===== config.mk =====
export PLATFORM = sky130hd
export DESIGN_NAME = sysmode_regs
export DESIGN_NICKNAME = d
export VERILOG_FILES = /design/src/design/sysmode_pkg.sv /design/src/design/sysmode_regs.sv
export SDC_FILE = /design/constraint.sdc
export NUM_CORES = 1
export LEC_CHECK = 0
export ABC_AREA = 1
export BUFFER_PORTS_ARGS = -buffer_cell sky130_fd_sc_hd__buf_2
export CORE_ASPECT_RATIO = 1.2
export CORE_MARGIN = 3
export CORE_UTILIZATION = 45
export CTS_CLUSTER_SIZE = 8
export DETAILED_ROUTE_END_ITERATION = 7
export HOLD_SLACK_MARGIN = 0.1
export PLACE_DENSITY = 0.88
export SYNTH_ARGS = -nofsm -noshare
export SYNTH_HDL_FRONTEND = slang
export SYNTH_SLANG_ARGS = --single-unit

===== constraint.sdc =====
create_clock -name I_CLK_SYS -period 1.35 [get_ports I_CLK_SYS]
set_input_delay 0 -clock I_CLK_SYS [delete_from_list [all_inputs] [get_ports I_CLK_SYS]]
set_output_delay 0 -clock I_CLK_SYS [all_outputs]
set_load 0.01 [all_outputs]

===== src/design/sysmode_pkg.sv =====
// Package of constants and types for the system mode control register bank.
// How it works
// - Halt enters sleep when standby select is 0, software standby when 1.
// - Standby select stays 1 after interrupt wake; a software write of 0 or a reset clears it.
// - Settling codes 000..011 give 8192..65536 states, 10x gives 131072, 11x unused.
// - CPU and modules stay in standby for the whole settling time on wake.
// - Flash variant: code 100 gives 131072 states, code 101 gives 1024.
// - Reset source flag is read-only: external reset sets it, watchdog reset clears it.
// - Edge select 0 picks falling, 1 picks rising edge of the interrupt input.
// - Host port enable 0 disables, 1 enables the host interface in slave mode.
// - RAM enable gates on-chip RAM, resets to 1, kept through software standby.
// - Mode pin latch bits are read-only and capture the mode pins on each read.
// - Mode control bits 6,5,2 read 1 and bits 4,3 read 0, unwritable.
// - Bit 7 reads 1 unless flash model with expansion, where it starts from the high mode pin.
// - System control resets to 0 except reset source flag and RAM enable at 1.
// - Mode pins 01 expanded no ROM, 10 expanded with ROM, 11 single-chip, 00 invalid.
// - Software standby halts and initializes modules, keeps RAM, registers, port outputs.
package sysmode_pkg;

    // ****************************************************************
    // Register map.
    // ****************************************************************
    localparam logic [11:0] OFS_SYSTEM_CONTROL = 12'h000;
    localparam logic [11:0] OFS_MODE_CONTROL = 12'h004;
    localparam logic [11:0] OFS_STANDBY_CTRL = 12'h008;
    localparam logic [11:0] OFS_STATUS = 12'h00C;

    // ****************************************************************
    // Field positions.
    // ****************************************************************
    localparam int BIT_STANDBY_SELECT = 7;
    localparam int BIT_SETTLE_HI = 6;
    localparam int BIT_SETTLE_LO = 4;
    localparam int BIT_RESET_SOURCE = 3;
    localparam int BIT_EDGE_SELECT = 2;
    localparam int BIT_HOST_ENABLE = 1;
    localparam int BIT_RAM_ENABLE = 0;
    localparam int BIT_EXPANSION = 7;

    // ****************************************************************
    // Reset values and fixed bits.
    // ****************************************************************
    localparam logic [7:0] SYSCTL_RESET = 8'h09;
    localparam logic [7:0] MODE_FIXED_ONES = 8'h64;
    localparam logic [2:0] SETTLE_CODE_RESET = 3'h0;

    // ****************************************************************
    // Settling counts in states.
    // ****************************************************************
    localparam logic [17:0] SETTLE_8K = 18'h02000;
    localparam logic [17:0] SETTLE_16K = 18'h04000;
    localparam logic [17:0] SETTLE_32K = 18'h08000;
    localparam logic [17:0] SETTLE_64K = 18'h10000;
    localparam logic [17:0] SETTLE_128K = 18'h20000;
    localparam logic [17:0] SETTLE_1K = 18'h00400;

    // Power state of the chip.
    typedef enum logic [1:0] {
        PWR_RUN,
        PWR_SLEEP,
        PWR_STANDBY,
        PWR_SETTLE
    } pwr_state_t;

endpackage : sysmode_pkg


===== src/design/sysmode_regs.sv =====
// System control and mode control registers with power state sequencing.
//
// Register access over APB and the address map are this design's own decisions.
`timescale 1ns/1ns
`default_nettype none
module sysmode_regs #(
    parameter bit FLASH_MODEL = 1'b0,
    parameter bit HAS_EXPANSION = 1'b0
) (
    input wire logic I_CLK_SYS,
    input wire logic I_SYS_RST,
    input wire logic I_WDT_RESET,
    input wire logic [11:0] I_PADDR,
    input wire logic I_PSEL,
    input wire logic I_PENABLE,
    input wire logic I_PWRITE,
    input wire logic [31:0] I_PWDATA,
    input wire logic [3:0] I_PSTRB,
    output logic O_PREADY,
    output logic [31:0] O_PRDATA,
    output logic O_PSLVERR,
    input wire logic I_HALT_EXEC,
    input wire logic I_WAKE_IRQ,
    input wire logic I_MODE_PIN_HIGH,
    input wire logic I_MODE_PIN_LOW,
    input wire logic I_NMI_PIN,
    output logic O_NMI_REQ,
    output logic O_HOST_PORT_ENABLE,
    output logic O_INTERNAL_RAM_ENABLE,
    output logic O_CPU_HALT,
    output logic O_MODULE_HALT,
    output logic O_MODULE_INIT,
    output logic O_EXPANDED_MODE,
    output logic O_ONCHIP_ROM_ENABLE,
    output logic O_MODE_INVALID
);
    import sysmode_pkg::*;

    // ****************************************************************
    // State record.
    // ****************************************************************
    typedef struct packed {
        logic standby_select;
        logic [2:0] settling_select;
        logic reset_source_flag;
        logic interrupt_edge_select;
        logic host_port_enable;
        logic internal_ram_enable;
        logic expansion_enable;
        logic mode_pin_latch_high;
        logic mode_pin_latch_low;
        logic exp_loaded;
        logic nmi_prev;
        logic nmi_req;
        pwr_state_t pwr;
        logic [17:0] settle_cnt;
        logic [31:0] rdata;
        logic slverr;
    } state_t;

    state_t cur_ff;
    state_t nxt_ff;

    // Decodes a settling code into a wait length; zero marks an unused code.
    function automatic logic [17:0] settle_len(input logic [2:0] code);
        case (code)
            3'h0: settle_len = SETTLE_8K;
            3'h1: settle_len = SETTLE_16K;
            3'h2: settle_len = SETTLE_32K;
            3'h3: settle_len = SETTLE_64K;
            3'h4: settle_len = SETTLE_128K;
            3'h5: settle_len = FLASH_MODEL ? SETTLE_1K : SETTLE_128K;
            default: settle_len = 18'h00000;
        endcase
    endfunction : settle_len

    // Assembles the system control byte.
    function automatic logic [7:0] sysctl_byte(input state_t s);
        sysctl_byte = {s.standby_select, s.settling_select, s.reset_source_flag,
                       s.interrupt_edge_select, s.host_port_enable, s.internal_ram_enable};
    endfunction : sysctl_byte

    logic setup_ph;
    logic access_ph;
    logic wr_fire;
    logic rd_fire;
    logic [7:0] wbyte;
    logic [7:0] mode_byte;
    logic [17:0] len;
    logic nmi_edge;

    // Bus phases; the slave answers in the first access cycle.
    assign setup_ph = I_PSEL && !I_PENABLE;
    assign access_ph = I_PSEL && I_PENABLE;
    assign wr_fire = access_ph && I_PWRITE && I_PSTRB[0];
    assign rd_fire = setup_ph && !I_PWRITE;
    assign wbyte = I_PWDATA[7:0];

    // Next-state logic for registers, power sequencing and the bus answer.
    always_comb begin
        nxt_ff = cur_ff;
        len = settle_len(cur_ff.settling_select);
        nmi_edge = cur_ff.interrupt_edge_select ? (I_NMI_PIN && !cur_ff.nmi_prev)
                                                : (!I_NMI_PIN && cur_ff.nmi_prev);
        nxt_ff.nmi_prev = I_NMI_PIN;
        nxt_ff.nmi_req = nmi_edge;
        // Expansion bit starts from the high mode pin on the flash model, else from 1, once, just after reset.
        if (!cur_ff.exp_loaded) begin
            nxt_ff.exp_loaded = 1'b1;
            nxt_ff.expansion_enable = FLASH_MODEL ? I_MODE_PIN_HIGH : 1'b1;
        end
        // Writes; the reset source flag is not a write target.
        if (wr_fire && I_PADDR == OFS_SYSTEM_CONTROL) begin
            nxt_ff.standby_select = wbyte[BIT_STANDBY_SELECT];
            nxt_ff.settling_select = wbyte[BIT_SETTLE_HI:BIT_SETTLE_LO];
            nxt_ff.interrupt_edge_select = wbyte[BIT_EDGE_SELECT];
            nxt_ff.host_port_enable = wbyte[BIT_HOST_ENABLE];
            nxt_ff.internal_ram_enable = wbyte[BIT_RAM_ENABLE];
        end
        // Only the expansion bit of the mode register takes writes.
        if (wr_fire && I_PADDR == OFS_MODE_CONTROL && FLASH_MODEL && HAS_EXPANSION) begin
            nxt_ff.expansion_enable = wbyte[BIT_EXPANSION];
        end
        // Reading the mode register latches the pins in the setup cycle.
        if (rd_fire && I_PADDR == OFS_MODE_CONTROL) begin
            nxt_ff.mode_pin_latch_high = I_MODE_PIN_HIGH;
            nxt_ff.mode_pin_latch_low = I_MODE_PIN_LOW;
        end
        // Power state; standby keeps every register, RAM enable included.
        case (cur_ff.pwr)
            PWR_RUN: begin
                if (I_HALT_EXEC) begin
                    nxt_ff.pwr = cur_ff.standby_select ? PWR_STANDBY : PWR_SLEEP;
                end
            end
            PWR_SLEEP: begin
                if (I_WAKE_IRQ || nmi_edge) begin
                    nxt_ff.pwr = PWR_RUN;
                end
            end
            PWR_STANDBY: begin
                if (I_WAKE_IRQ || nmi_edge) begin
                    nxt_ff.pwr = PWR_SETTLE;
                    nxt_ff.settle_cnt = (len == 18'h00000) ? SETTLE_128K : len;
                end
            end
            PWR_SETTLE: begin
                nxt_ff.settle_cnt = cur_ff.settle_cnt - 18'h00001;
                if (cur_ff.settle_cnt == 18'h00001) begin
                    nxt_ff.pwr = PWR_RUN;
                end
            end
            default: nxt_ff.pwr = PWR_RUN;
        endcase
        // Read data is prepared in the setup cycle and held in a flip-flop.
        mode_byte = {HAS_EXPANSION && FLASH_MODEL ? cur_ff.expansion_enable : 1'b1,
                     MODE_FIXED_ONES[6:2], I_MODE_PIN_HIGH, I_MODE_PIN_LOW};
        if (setup_ph) begin
            nxt_ff.slverr = 1'b0;
            nxt_ff.rdata = 32'h00000000;
            case (I_PADDR)
                OFS_SYSTEM_CONTROL: nxt_ff.rdata = {24'h000000, sysctl_byte(cur_ff)};
                OFS_MODE_CONTROL: nxt_ff.rdata = {24'h000000, mode_byte};
                OFS_STATUS: nxt_ff.rdata = {28'h0000000, O_MODE_INVALID, 1'b0, cur_ff.pwr};
                OFS_STANDBY_CTRL: nxt_ff.rdata = {14'h0000, len};
                default: nxt_ff.slverr = 1'b1;
            endcase
            if (I_PWRITE && I_PADDR != OFS_SYSTEM_CONTROL && I_PADDR != OFS_MODE_CONTROL) begin
                nxt_ff.slverr = 1'b1;
            end
        end
    end

    // Register the state; a watchdog reset clears the source flag.
    always_ff @(posedge I_CLK_SYS) begin
        if (I_SYS_RST || I_WDT_RESET) begin
            cur_ff <= '0;
            cur_ff.settling_select <= SETTLE_CODE_RESET;
            cur_ff.reset_source_flag <= !I_WDT_RESET;
            cur_ff.internal_ram_enable <= SYSCTL_RESET[BIT_RAM_ENABLE];
            cur_ff.nmi_prev <= 1'b1;
            cur_ff.pwr <= PWR_RUN;
        end else begin
            cur_ff <= nxt_ff;
        end
    end

    // Outputs.
    assign O_PREADY = 1'b1;
    assign O_PRDATA = cur_ff.rdata;
    assign O_PSLVERR = access_ph && cur_ff.slverr;
    assign O_NMI_REQ = cur_ff.nmi_req;
    assign O_HOST_PORT_ENABLE = cur_ff.host_port_enable;
    assign O_INTERNAL_RAM_ENABLE = cur_ff.internal_ram_enable;
    assign O_CPU_HALT = cur_ff.pwr != PWR_RUN;
    assign O_MODULE_HALT = cur_ff.pwr == PWR_STANDBY || cur_ff.pwr == PWR_SETTLE;
    assign O_MODULE_INIT = cur_ff.pwr == PWR_STANDBY;
    assign O_EXPANDED_MODE = I_MODE_PIN_HIGH ^ I_MODE_PIN_LOW;
    assign O_ONCHIP_ROM_ENABLE = I_MODE_PIN_HIGH;
    assign O_MODE_INVALID = !I_MODE_PIN_HIGH && !I_MODE_PIN_LOW;

endmodule : sysmode_regs
`default_nettype wire


==> impl_metrics.csv <==
group,metric,value,unit
placement,portBuffers,53,
drt,drtIter0Drc,156,
logic_synthesis,ys_seq_area_share,33.2,%
layout,layout_common_cells,"76 x nand2_1, 53 x buf_2, 40 x nand3_1",
logic_synthesis,synth_top_cell_area_share,32.1,%
logic_synthesis,ys_types,35,
placement,dp_cells,520,
timing,setup-violations-final,4,
die,placement_rows,30,
clock_network,root_buffer,"clkbuf_8",
timing,min_period,1410,ps
worst_setup_path,cp-end-kind,"flip-flop",
hold_path,holdPathStages,4,
worst_setup_path,start_kind,"flip-flop",
logic_synthesis,yosysTopAreaCell,"dfxtp_1",
drt,m1WireLength,2610,µm
logic_synthesis,synthTopCellsByArea,"dfxtp_1 32%, nand2_1 11%, buf_4 9.5%, nand3_1 8.2%, a21oi_1 6.5%",
die,fp.dieW,76.5,µm
layout,layout-drive-gt1-share,30.5,%
drt,vias,2724,
drt,drt-wirelength-per-cell,13.0,µm
global_route,grt_max_degree,24,
global_route,overflow,0,
layout,design_area,3320,µm²
layout,area_growth,23.7,%
worst_setup_path,startpoint,"cur_ff[34]",
placement,preCtsSetupSlack,-55.0,ps
clock_network,clock_tree.buffer_depth,2,
timing,setup_ws,-59.5,ps
global_route,grt_pass1_wl,11100,µm
global_route,grt_pass1_vias,2565,
worst_setup_path,worstSetupPathType,"reg2reg",
layout,num-fill-cells,500,
layout,layoutNonFillerInstCount,543,
job,drv_cap,0,
drt,wl_met3,455,µm
clock_network,clk_latency,310,ps
layout,layout.cells.most_common,"nand2_1",
timing,rsz0062_at_grt,"true",
clock_network,path_clk_slew,80,ps
die,io_pins,102,
die,dieArea,6920,µm²
worst_setup_path,cp_max_fo,2,
clock_network,tritoncts,"done",
timing,min_period_over_period,104,%
die,start_util,47.0,%
logic_synthesis,synth_cells,395,
clock_network,cts_sinks,44,
outcome,violations,"negative setup slack",
hold_path,worstHoldEndpoint,"cur_ff[54]",
logic_synthesis,yosysWarnings,0,
timing,max_freq,709,MHz
power,vdd_drop_max,0.608,mV
die,die_h,90.6,µm
logic_synthesis,syn_area_per_cell,6.79,µm²
placement,hpwl,4810,µm
drt,first_pass_iters,6,
worst_setup_path,crit_arrival,1600,ps
drt,highest-signal-layer,"met4",
layout,nNetsFinal,524,
drt,wl_met2,3680,µm
logic_synthesis,syn-cell-area,2680,µm²
worst_setup_path,reg2reg_from,"cur_ff[34]",
worst_setup_path,r2r_setup_slack,-60,ps
worst_setup_path,r2r_end,"cur_ff[51]",
timing,hold_viol,0,
power,p_per_area,732,nW/µm²
power,power_leakage,1.56,nW
clock_network,numCtsBuffers,5,
clock_network,cts_max_level,2,
global_route,grtUsageTotal,19.5,%
placement,postPlaceCellArea,2950,µm²
power,p_total,0.00243,W
timing,clock_skew,8.41,ps
drt,avgViaCountPerCell,5.02,
hold_path,hold_start,"I_SYS_RST",
drt,drc,0,
worst_setup_path,cp.required,1540,ps
worst_setup_path,r2r_cells,10,
global_route,antenna_found_initial,0,
drt,antenna_left,0,
die,core-area,5710,µm²
placement,gp_congestion,0.889,
drt,wl,7040,µm
timing,slew_violations,0,
layout,final_core_util,58.1,%
outcome,status,"complete, but fails checks",
hold_path,hold_class,"in2reg",
layout,diodes,0,
logic_synthesis,ys_ff_latch,44,
worst max-delay path, stage by stage, from the launching register on:
cell and delay [ps]:
dfxtp_2 330, inv_2 60, buf_6 100, ha_4 110, nand3_2 70, nor3_2 190
nand3_1 130, nand2_1 120, nand2_1 80, nand3_1 70, nor2_1 40
repair_timing:
| action | 4_1_cts | 5_1_grt |
|---|---|---|
| endpoints found under the hold margin | 13 | 0 |
| endpoints found under the setup margin | 8 | 20 |
| buffers inserted | 1 | 1 |
| hold buffers | 13 | 0 |
| pin swaps | 4 | 10 |
| resized for setup | 5 | 37 |
power breakdown:
| part | leakage, nW | total [W] | switching [W] | internal, W |
|---|---|---|---|---|
| Clock | 0.0455 | 0.000873 | 0.000455 | 0.000418 |
| Combinational | 1.16 | 0.000239 | 0.000142 | 0.0000970 |
| Sequential | 0.361 | 0.00132 | 0.00000602 | 0.00131 |
| Total | 1.56 | 0.00243 | 0.000603 | 0.00183 |
registers in the layout (all words and copies together) (netlist names):
name	count
cur_ff	28
O_PRDATA	13
O_HOST_PORT_ENABLE	1
O_INTERNAL_RAM_ENABLE	1
O_NMI_REQ	1
through the flow:
| step | setup TNS, ps | hold slack [ps] |
|---|---|---|
| 6_report | -148 | 107 |
| 5_1_grt | -1080 | 109 |
| 4_1_cts | -3.26 | 101 |
| 3_5_place_dp | -223 | 222 |
| 3_3_place_gp | -8.91 | 211 |
| 2_1_floorplan | 0 | 91.8 |
synth_stat cells, drive strengths merged:
library cell,number
a21oi,36
buf,39
clkbuf,5
clkinv,2
conb,2
dfxtp,43
edfxtp,1
ha,3
inv,46
nand2,87
nand3,45
nand3b,5
nand4,4
nor2,46
nor3,7
nor3b,1
o2111ai,2
o211ai,2
o21ai,14
o22ai,1
o31ai,1
or2,3
final cells by class:
type	count	area, µm²	area share (%)
Tap cell	80	100	3.02
Multi-Input combinational cell	277	1480	44.5
Clock buffer	8	90.1	2.72
Sequential cell	44	900	27.1
Inverter	48	180	5.43
Timing Repair Buffer	86	569	17.2
routing by layer:
metal  GRT usage (%)  vias up
met5               0        -
met4            11.0        0
met3            3.99       25
met2            35.2      125
met1            20.9     1220
li1                -     1354
how the worst max path moves through the flow:
stage,end,slack (ps),depth (start not counted)
4_1_cts,cur_ff[49],-2,9
2_1_floorplan,cur_ff[49],30,9
3_3_place_gp,cur_ff[49],-9,9
5_1_grt,cur_ff[46],-120,10
6_report,cur_ff[51],-60,10
3_5_place_dp,cur_ff[46],-60,10
cell families after synthesis:
| logic type | count (synthesis) | share of synthesized area [%] |
|---|---|---|
| and+or+nand+nor | 198 | 35.6 |
| adders and majority gates | 3 | 1.40 |
| other | 2 | 0.280 |
| buffers and inverters | 92 | 18.3 |
| DFF | 44 | 33.2 |
| AOI/OAI and AO/OA | 56 | 11.2 |
(Power assumes the default switching activity.)
